File: config.mk
export PLATFORM = sky130hd
export DESIGN_NAME = ptp_top
export DESIGN_NICKNAME = d
export VERILOG_FILES = /design/src/ptp_pkg.sv /design/src/ptp_gen_if.sv /design/src/ptp_div.sv /design/src/ptp_gen.sv /design/src/ptp_top.sv
export VERILOG_INCLUDE_DIRS = /design/src
export SDC_FILE = /design/constraint.sdc
export NUM_CORES = 1
export LEC_CHECK = 0
export CORE_MARGIN = 3
export CORE_UTILIZATION = 45
export CTS_BUF_LIST = sky130_fd_sc_hd__clkbuf_4 sky130_fd_sc_hd__clkbuf_8 sky130_fd_sc_hd__clkbuf_16
export DETAILED_ROUTE_END_ITERATION = 12
export DONT_BUFFER_PORTS = 1
export GPL_TIMING_DRIVEN = 0
export SLEW_MARGIN = 20
export SYNTH_ARGS = -nofsm -noshare
export SYNTH_HDL_FRONTEND = slang
export SYNTH_SLANG_ARGS = --single-unit
export TNS_END_PERCENT = 20
File: constraint.sdc
create_clock -name clk_i -period 7 [get_ports clk_i]
set_input_delay 0.7 -clock clk_i [delete_from_list [all_inputs] [get_ports clk_i]]
set_output_delay 0.7 -clock clk_i [all_outputs]
set_load 0.01 [all_outputs]
File: src/ptp_defs.svh
// Constants for the pulse train and PWM output block
`ifndef PTP_DEFS_SVH
`define PTP_DEFS_SVH
`define PTP_CLK_HZ     32'h0EE6B280
`define PTP_CLK_MHZ    32'h000000FA
`define PTP_MIN_PH_US  32'h00000064
`define PTP_MIN_PH_CYC (`PTP_MIN_PH_US * `PTP_CLK_MHZ)
`define PTP_F_MIN      17'h00032
`define PTP_F_MAX      17'h01388
`define PTP_D_MAX      16'h0064
`define PTP_D_FULL     7'h64
`define PTP_D_ZERO     7'h00
`define PTP_D_HALF     7'h32
`define PTP_RND_PCT    32'h00000032
`define PTP_FN_PWM     16'h0001
`define PTP_FN_CWCCW   16'h0003
`define PTP_FN_PLSDIR  16'h0007
`define PTP_A_FUNC     5'h00
`define PTP_A_CTRL     5'h04
`define PTP_A_FREQ     5'h08
`define PTP_A_DUTY     5'h0C
`define PTP_A_ERR      5'h10
`define PTP_A_IST      5'h14
`define PTP_A_IMASK    5'h18
`define PTP_B_PW       0
`define PTP_B_DUTY     1
`define PTP_B_FREQ     2
`define PTP_B_EN       0
`define PTP_DIV_LAST   6'h1F
`endif

File: src/ptp_pkg.sv
// Types shared by the pulse train and PWM output modules
`default_nettype none
package ptp_pkg;
  typedef enum logic [1:0] {PTP_IDLE, PTP_PER, PTP_HIGH} ptp_st_type;

  typedef struct packed {
    logic        busy;
    logic        done;
    logic [5:0]  cnt;
    logic [15:0] den;
    logic [16:0] rem;
    logic [31:0] quo;
  } ptp_div_type;

  typedef struct packed {
    logic [23:0] cnt;
    logic        wave;
  } ptp_gen_type;

  typedef struct packed {
    logic        wt;
    logic [15:0] rdata;
    logic [15:0] func;
    logic        en;
    logic [15:0] freq;
    logic        have_f;
    logic [6:0]  duty;
    logic        ferr;
    logic        derr;
    logic        pwerr;
    logic [2:0]  ist;
    logic [2:0]  imask;
    logic        irq;
    logic        pend;
    ptp_st_type  st;
    logic        sp;
    logic        sh;
    logic [23:0] per;
    logic [23:0] high;
    logic        run;
    logic        p0;
    logic        p1;
  } ptp_top_type;
endpackage
`default_nettype wire

File: src/ptp_gen_if.sv
// Link from the control logic to the waveform counter
`default_nettype none
interface ptp_gen_if;
  logic [23:0] period;
  logic [23:0] high;
  logic        run;
  logic        wave;
  modport ctl (output period, output high, output run, input wave);
  modport gen (input period, input high, input run, output wave);
endinterface
`default_nettype wire

File: src/ptp_div.sv
// Iterative unsigned divider, one quotient bit per clock
`include "ptp_defs.svh"
`default_nettype none
module ptp_div (
  input  wire logic        clk_i,
  input  wire logic        rst_n_i,
  input  wire logic        start_i,
  input  wire logic [31:0] num_i,
  input  wire logic [15:0] den_i,
  output logic             done_o,
  output logic [31:0]      quo_o
);
  ptp_pkg::ptp_div_type st_r, st_nxt;
  logic [16:0] trial;

  // Restoring division; divisor is captured so later writes cannot upset it
  always_comb begin
    st_nxt = st_r;
    st_nxt.done = 1'b0;
    trial = {st_r.rem[15:0], st_r.quo[31]};
    if (start_i) begin
      st_nxt.busy = 1'b1;
      st_nxt.cnt  = 6'h00;
      st_nxt.den  = den_i;
      st_nxt.rem  = 17'h00000;
      st_nxt.quo  = num_i;
    end else if (st_r.busy) begin
      if (trial >= {1'b0, st_r.den}) begin
        st_nxt.rem = trial - {1'b0, st_r.den};
        st_nxt.quo = {st_r.quo[30:0], 1'b1};
      end else begin
        st_nxt.rem = trial;
        st_nxt.quo = {st_r.quo[30:0], 1'b0};
      end
      st_nxt.cnt = st_r.cnt + 6'h01;
      if (st_r.cnt == `PTP_DIV_LAST) begin
        st_nxt.busy = 1'b0;
        st_nxt.done = 1'b1;
      end
    end
  end

  // State register
  always_ff @(posedge clk_i or negedge rst_n_i) begin
    if (!rst_n_i) begin
      st_r <= '0;
    end else begin
      st_r <= st_nxt;
    end
  end

  assign done_o = st_r.done;
  assign quo_o  = st_r.quo;
endmodule // ptp_div
`default_nettype wire

File: src/ptp_gen.sv
// Waveform counter: one period, high for the first part of it
`default_nettype none
module ptp_gen (
  input  wire logic clk_i,
  input  wire logic rst_n_i,
  ptp_gen_if.gen    g
);
  ptp_pkg::ptp_gen_type st_r, st_nxt;

  // New period or high time takes hold at once; count wraps if it overshoots
  always_comb begin
    st_nxt = st_r;
    if (!g.run) begin
      st_nxt.cnt  = 24'h000000;
      st_nxt.wave = 1'b0;
    end else begin
      st_nxt.wave = (st_r.cnt < g.high);
      if (st_r.cnt >= g.period - 24'h000001) begin
        st_nxt.cnt = 24'h000000;
      end else begin
        st_nxt.cnt = st_r.cnt + 24'h000001;
      end
    end
  end

  // State register
  always_ff @(posedge clk_i or negedge rst_n_i) begin
    if (!rst_n_i) begin
      st_r <= '0;
    end else begin
      st_r <= st_nxt;
    end
  end

  assign g.wave = st_r.wave;
endmodule // ptp_gen
`default_nettype wire

File: src/ptp_top.sv
// Pulse train and PWM output generator with Avalon-MM register access
//
// The implementer's own choices: the placing of the registers and the Avalon-MM slave port.
`include "ptp_defs.svh"
`default_nettype none
module ptp_top (
  input  wire logic        clk_i,
  input  wire logic        rst_n_i,
  input  wire logic [4:0]  avs_address_i,
  input  wire logic        avs_read_i,
  input  wire logic        avs_write_i,
  input  wire logic [31:0] avs_writedata_i,
  input  wire logic [3:0]  avs_byteenable_i,
  output logic [31:0]      avs_readdata_o,
  output logic             avs_waitrequest_o,
  output logic             irq_o,
  output logic             output_point_zero_o,
  output logic             output_point_one_o
);
  ptp_pkg::ptp_top_type st_r, st_nxt;
  ptp_gen_if gif ();

  logic        fire;
  logic        wr;
  logic [15:0] wd;
  logic        wneg;
  logic [16:0] wmag;
  logic        sgn_chg;
  logic        f_ok;
  logic        d_ok;
  logic        pwm_m;
  logic        cw_m;
  logic        dir_m;
  logic [16:0] amag;
  logic [6:0]  de;
  logic [31:0] num1;
  logic [31:0] num2;
  logic [31:0] q1;
  logic [31:0] q2;
  logic        d1_done;
  logic        d2_done;
  logic [23:0] hq;
  logic [23:0] lq;
  logic        pw_bad;
  logic [15:0] rd_v;

  // Bus handshake: a request is answered one cycle after it is seen
  assign fire = (avs_read_i || avs_write_i) && !st_r.wt;
  assign wr   = fire && avs_write_i && (avs_byteenable_i[1:0] == 2'h3);
  assign wd   = avs_writedata_i[15:0];

  // Function select decode
  assign pwm_m = (st_r.func == `PTP_FN_PWM);
  assign cw_m  = (st_r.func == `PTP_FN_CWCCW);
  assign dir_m = (st_r.func == `PTP_FN_PLSDIR);

  // Frequency write check; PWM takes positive settings only
  assign wneg    = wd[15];
  assign wmag    = wneg ? (17'h00000 - {wd[15], wd}) : {1'b0, wd};
  assign sgn_chg = st_r.en && st_r.have_f && (wneg != st_r.freq[15]);
  assign f_ok    = (wmag >= `PTP_F_MIN) && (wmag <= `PTP_F_MAX) && !sgn_chg
                   && !(pwm_m && wneg);
  assign d_ok    = (wd <= `PTP_D_MAX);

  // Period = round(clk / f); high = round(period * duty / 100), with duty taken as 50 outside PWM
  assign amag = st_r.freq[15] ? (17'h00000 - {st_r.freq[15], st_r.freq})
                              : {1'b0, st_r.freq};
  assign de   = pwm_m ? st_r.duty : `PTP_D_HALF;
  assign num1 = `PTP_CLK_HZ + 32'(amag >> 1);
  assign num2 = 32'(q1[23:0]) * 32'(de) + `PTP_RND_PCT;
  assign hq   = q2[23:0];
  assign lq   = q1[23:0] - hq;

  // Phases shorter than the minimum only matter when duty is not 0 or 100
  assign pw_bad = pwm_m && (st_r.duty != `PTP_D_ZERO) && (st_r.duty != `PTP_D_FULL)
                  && ((32'(hq) < `PTP_MIN_PH_CYC) || (32'(lq) < `PTP_MIN_PH_CYC));

  ptp_div u_div_per (
    .clk_i   (clk_i),
    .rst_n_i (rst_n_i),
    .start_i (st_r.sp),
    .num_i   (num1),
    .den_i   (amag[15:0]),
    .done_o  (d1_done),
    .quo_o   (q1)
  );

  ptp_div u_div_high (
    .clk_i   (clk_i),
    .rst_n_i (rst_n_i),
    .start_i (st_r.sh),
    .num_i   (num2),
    .den_i   (`PTP_D_MAX),
    .done_o  (d2_done),
    .quo_o   (q2)
  );

  ptp_gen u_gen (
    .clk_i   (clk_i),
    .rst_n_i (rst_n_i),
    .g       (gif.gen)
  );

  assign gif.period = st_r.per;
  assign gif.high   = st_r.high;
  assign gif.run    = st_r.run;

  // Read data mux; unmapped offsets read as zero
  always_comb begin
    case (avs_address_i)
      `PTP_A_FUNC:  rd_v = st_r.func;
      `PTP_A_CTRL:  rd_v = {15'h0000, st_r.en};
      `PTP_A_FREQ:  rd_v = st_r.freq;
      `PTP_A_DUTY:  rd_v = {9'h000, st_r.duty};
      `PTP_A_ERR:   rd_v = {13'h0000, st_r.ferr, st_r.derr, st_r.pwerr};
      `PTP_A_IST:   rd_v = {13'h0000, st_r.ist};
      `PTP_A_IMASK: rd_v = {13'h0000, st_r.imask};
      default:      rd_v = 16'h0000;
    endcase
  end

  // Next state of the whole block
  always_comb begin
    logic [2:0] ev;
    logic [2:0] clr;
    ev  = 3'h0;
    clr = 3'h0;
    st_nxt = st_r;
    st_nxt.sp = 1'b0;
    st_nxt.sh = 1'b0;

    // Bus slave: read data is latched on the waiting cycle
    if (avs_read_i || avs_write_i) begin
      if (st_r.wt) begin
        st_nxt.wt    = 1'b0;
        st_nxt.rdata = rd_v;
      end else begin
        st_nxt.wt = 1'b1;
      end
    end

    // Register writes; a rejected setting leaves the old value in force
    if (wr) begin
      case (avs_address_i)
        `PTP_A_FUNC: begin
          st_nxt.func = wd;
          st_nxt.pend = 1'b1;
        end
        `PTP_A_CTRL: st_nxt.en = wd[`PTP_B_EN];
        `PTP_A_FREQ: begin
          if (f_ok) begin
            st_nxt.freq   = wd;
            st_nxt.have_f = 1'b1;
            st_nxt.ferr   = 1'b0;
            st_nxt.pend   = 1'b1;
          end else begin
            st_nxt.ferr = 1'b1;
            ev[`PTP_B_FREQ] = 1'b1;
          end
        end
        `PTP_A_DUTY: begin
          if (d_ok) begin
            st_nxt.duty = wd[6:0];
            st_nxt.derr = 1'b0;
            st_nxt.pend = 1'b1;
          end else begin
            st_nxt.derr = 1'b1;
            ev[`PTP_B_DUTY] = 1'b1;
          end
        end
        `PTP_A_IST:   clr = wd[2:0];
        `PTP_A_IMASK: st_nxt.imask = wd[2:0];
        default: ;
      endcase
    end

    // Recompute period then high time whenever a setting changes
    unique case (st_r.st)
      ptp_pkg::PTP_IDLE: begin
        if (st_r.pend && st_r.have_f) begin
          st_nxt.pend = 1'b0;
          st_nxt.sp   = 1'b1;
          st_nxt.st   = ptp_pkg::PTP_PER;
        end
      end
      ptp_pkg::PTP_PER: begin
        if (d1_done) begin
          st_nxt.sh = 1'b1;
          st_nxt.st = ptp_pkg::PTP_HIGH;
        end
      end
      ptp_pkg::PTP_HIGH: begin
        if (d2_done) begin
          st_nxt.per   = q1[23:0];
          st_nxt.high  = hq;
          st_nxt.pwerr = pw_bad;
          ev[`PTP_B_PW] = pw_bad;
          st_nxt.st    = ptp_pkg::PTP_IDLE;
        end
      end
    endcase

    // Sticky event bits; a new event beats a clear in the same cycle
    st_nxt.ist = (st_r.ist & ~clr) | ev;
    st_nxt.irq = |(st_nxt.ist & st_nxt.imask);

    // Generation needs enable, a computed period and a known function
    st_nxt.run = st_r.en && (st_r.per != 24'h000000) && (pwm_m || cw_m || dir_m);

    // Output steering; everything low when not running
    st_nxt.p0 = 1'b0;
    st_nxt.p1 = 1'b0;
    if (st_nxt.run) begin
      if (cw_m) begin
        st_nxt.p0 = gif.wave && !st_r.freq[15];
        st_nxt.p1 = gif.wave && st_r.freq[15];
      end else if (dir_m) begin
        st_nxt.p0 = gif.wave;
        st_nxt.p1 = st_r.freq[15];
      end else begin
        st_nxt.p0 = gif.wave;
      end
    end else begin
      st_nxt.p1 = 1'b0;
    end
  end

  // State register; waitrequest rests high between transfers
  always_ff @(posedge clk_i or negedge rst_n_i) begin
    if (!rst_n_i) begin
      st_r    <= '0;
      st_r.wt <= 1'b1;
    end else begin
      st_r <= st_nxt;
    end
  end

  assign avs_readdata_o      = {16'h0000, st_r.rdata};
  assign avs_waitrequest_o   = st_r.wt;
  assign irq_o               = st_r.irq;
  assign output_point_zero_o = st_r.p0;
  assign output_point_one_o  = st_r.p1;
endmodule // ptp_top
`default_nettype wire

==> impl_metrics.ini <==
[status]
outcome = finished, violations left
violations = hold timing

[die]
die_area_mm2 = 0.0531
die-width_um = 231
core_mm2 = 0.0494
rows = 81
start_util = 0.460
io_pins = 81
fp.dieH_um = 231

[sta]
finalMaxSlewViolations = 0
setup_viol = 0
min_period_ns = 6.69
slew_headroom = 0.159
worst_pin_slew_ns = 1.25
hold_viol_final = 126
setup_slack_ns = 0.311
whs_ns = -0.133
min_period_over_period = 0.956
finalClockSkew_ns = 0.0278
fmax_ghz = 0.149

[drt]
vias = 18100
drtPass1Iterations = 5
drt_iter0_markers = 1030
routed_wirelength_um = 64000
dr_wl_met3_um = 3510
drc = 0
antenna_left = 0
routed.top_layer = met5
via_per_inst = 5.62
wl_met1_um = 27900
wl_met2_um = 30000
wl_per_cell_um = 19.9

[synthesis]
synthCells = 2472
synth_cell_type_count = 86
async_reset_ff_frac = 1.00
yosysWarnings = 0
ys_seq_elements = 278
synth_flop_cell = dfrtp_1
synth_area_mm2 = 0.0227
synth_area_leaders = dfrtp_1 31%, fa_1 10%, ha_1 9.3%, inv_1 4.0%, o21ai_0 3.1%
seq_area_frac_synth = 0.307
yosys.area.top_type = dfrtp_1
yosysTopAreaCellShare = 0.306
yosysMostFrequentCell = dfrtp_1
avgSynthCellArea_um2 = 9.17
synth_edf_count = 0
synthTopCellsByCount = 277 x dfrtp_1, 239 x inv_1, 187 x nand2_1

[setup_path]
cp_slowest_cell = fa_1
r2r_start = st_r[95]
startpoint_type = flop
required_ns = 7.41
cp.arrival_ns = 7.10
startpoint = st_r[95]
crit_path_cell_trace = nor4b_4 -> nand4_1 -> buf_4 -> nor3_4 -> buf_4 -> nand2b_1 -> buf_2 -> and2_1 -> fa_1 -> fa_1 -> fa_1 -> inv_1 -> fa_1 -> inv_1 -> ha_1 -> a2111o_1 -> a21oi_1 -> o31ai_2 -> a41o_2 -> a221oi_4 -> a21oi_1 -> nor4b_2 -> nor3b_1
crit_type = reg2reg
path_max_fanout = 10
cp-end-kind = flop
max_stage_delay_ns = 0.57
cpMostUsedCell = fa_1

[min_path]
hp-class = in2async

[pwr]
p_per_area_mw_per_mm2 = 214
p_seq_frac = 0.339
vdd_drop_max_mv = 0.262
combPwrFrac = 0.322
p_leak_nw = 12.3
swShare = 0.349
pwr-share-clk = 0.338
power.switching_mw = 1.86
internal_power_mw = 3.46

[global_routing]
grt_pass1_vias = 18200
grt_pass1_wl_um = 102000
grt_overflow = 0
antenna_found_initial = 1
grt_usage = 0.241
grt_max_degree = 279

[final_layout]
drive_gt1_frac = 0.0861
instances_no_fill = 3218
n_fill_cell = 4687
multi_input_area_mm2 = 0.0143
regArea_mm2 = 0.00696
syn_to_final_growth_pct = 9.49
antenna_cells = 0
nets = 2856

[clock_tree]
clk_latency_ns = 0.55
cts.htree.levels = 2
clk_path_buf_depth = 3
clkSinkCount = 278
clk_pin_slew_ns = 0.06
cts_root_buf = clkbuf_16
cts_tree = yes
numCtsBuffers = 35

[place]
dp_hpwl_um = 48100
place_congestion = 0.929
io_buffer_count = 0
dpl_worst_slack_ns = -1.18
dpl.cell_count = 3151

[flow_run]
drv_cap = 0
state kept, by name (all words and copies together) (netlist names), 24 cells and up:
name / flops
u_div_per.quo_o: 32
gif.period: 24
st_r: 55
u_div_high.st_r: 24
u_div_per.st_r: 39
u_gen.st_r: 24
u_div_high.quo_o: 32
gif.high: 24
cell type report:
class,instances,area share
inverter,239,0.0361
sequential,278,0.280
timing repair buffer,5,0.00151
tap,664,0.0335
clock inverter,15,0.00514
clock buffer,47,0.0409
multi-input combinational,1822,0.574
buffer,148,0.0288
layer usage:
| layer | vias to the layer above | track usage |
|---|---|---|
| met5 | - | 0 |
| met4 | 2 | 0.0968 |
| met3 | 129 | 0.0423 |
| met2 | 428 | 0.398 |
| met1 | 8911 | 0.314 |
| li1 | 8615 | - |
layout by cell type, fill, tap and decap left out, types with 16 or more instances in the layout:
cell type | synthesis | layout
fa_1 | 114 | 114
xor2_1 | 69 | 69
ha_1 | 168 | 168
dfrtp_1 | 277 | 277
clkbuf_1 | 96 | 85
mux2_2 | 54 | 54
o21a_1 | 20 | 20
a21oi_1 | 104 | 104
xnor2_1 | 64 | 64
o21ai_0 | 142 | 141
a21o_1 | 47 | 47
nor4_1 | 24 | 24
a31oi_1 | 16 | 16
a211oi_1 | 49 | 49
nor2b_1 | 34 | 34
nor3_1 | 53 | 52
and2_1 | 66 | 66
nor2_1 | 151 | 151
nand3_1 | 38 | 38
nand4_1 | 28 | 28
inv_1 | 239 | 239
buf_4 | 32 | 37
mux2i_1 | 57 | 57
conb_1 | 1 | 16
nand2b_1 | 25 | 23
clkbuf_16 | 0 | 36
and3_1 | 93 | 93
nand2_1 | 187 | 187
power by group through the flow:
| stage | Sequential, mW | Combinational [mW] | Clock [mW] |
|---|---|---|---|
| floorplan | 1.78 | 1.32 | 0 |
| global placement | 1.82 | 1.67 | 0 |
| detailed placement | 1.83 | 1.68 | 0 |
| CTS | 1.80 | 1.70 | 1.84 |
| global route | 1.81 | 1.93 | 1.90 |
| finish | 1.80 | 1.71 | 1.80 |
timing repair:
| item | in CTS | in global routing |
|---|---|---|
| buffers inserted | 5 | 0 |
| endpoints found under the setup margin | 22 | 13 |
| resized for setup | 7 | 27 |
| pin swaps | 2 | 1 |
| hold endpoints to repair | 277 | 277 |
cell families after synthesis:
family	after synthesis	share of synthesized area
AO/OA/AOI/OAI	495	0.141
XOR/XNOR	133	0.0514
adder cells (fa/ha/maj)	282	0.193
buffers and inverters	387	0.0703
flip-flops	278	0.307
multiplexers	125	0.0612
other	1	0.000165
AND/OR/NAND/NOR	771	0.176
worst max-delay path, delay by kind of cell (launching register included):
family	cells	cell delay [ns]
compound gates	6	1.57
fa+ha+maj	5	2.42
buf+inv	5	0.71
flops	1	0.41
simple gates	7	1.44
per-stage QoR:
stage / area (um^2) / hold WS, ns / util / setup TNS (ns) / power [mW]
2_1_floorplan: 22700 / 0.404 / - / 0 / 3.10
5_1_grt: 24800 / -0.153 / 0.503 / -0.0164 / 5.64
4_1_cts: 24800 / -0.169 / 0.502 / 0 / 5.34
3_5_place_dp: 23600 / 0.419 / 0.478 / -13.76 / 3.51
6_report: 24800 / -0.133 / 0.503 / 0 / 5.32
3_3_place_gp: 23600 / 0.417 / 0.478 / -26.42 / 3.49
path summary, 6_finish.rpt:
| check | slack, ns | end | cells after the start |
|---|---|---|---|
| hold reg to reg | 0.48 | gif.high[15] | 2 |
| hold / removal | -0.13 | u_div_high.st_r[38] | 0 |
| min in group clk_i | 0.29 | st_r[89] | 1 |
| setup reg to reg | 0.31 | u_div_high.quo_o[30] | 23 |
| setup / recovery | 0.31 | u_div_high.quo_o[30] | 23 |
| max in group asynchronous | 6.36 | st_r[65] | 0 |
Note: power is estimated with default switching activity, not from simulation.
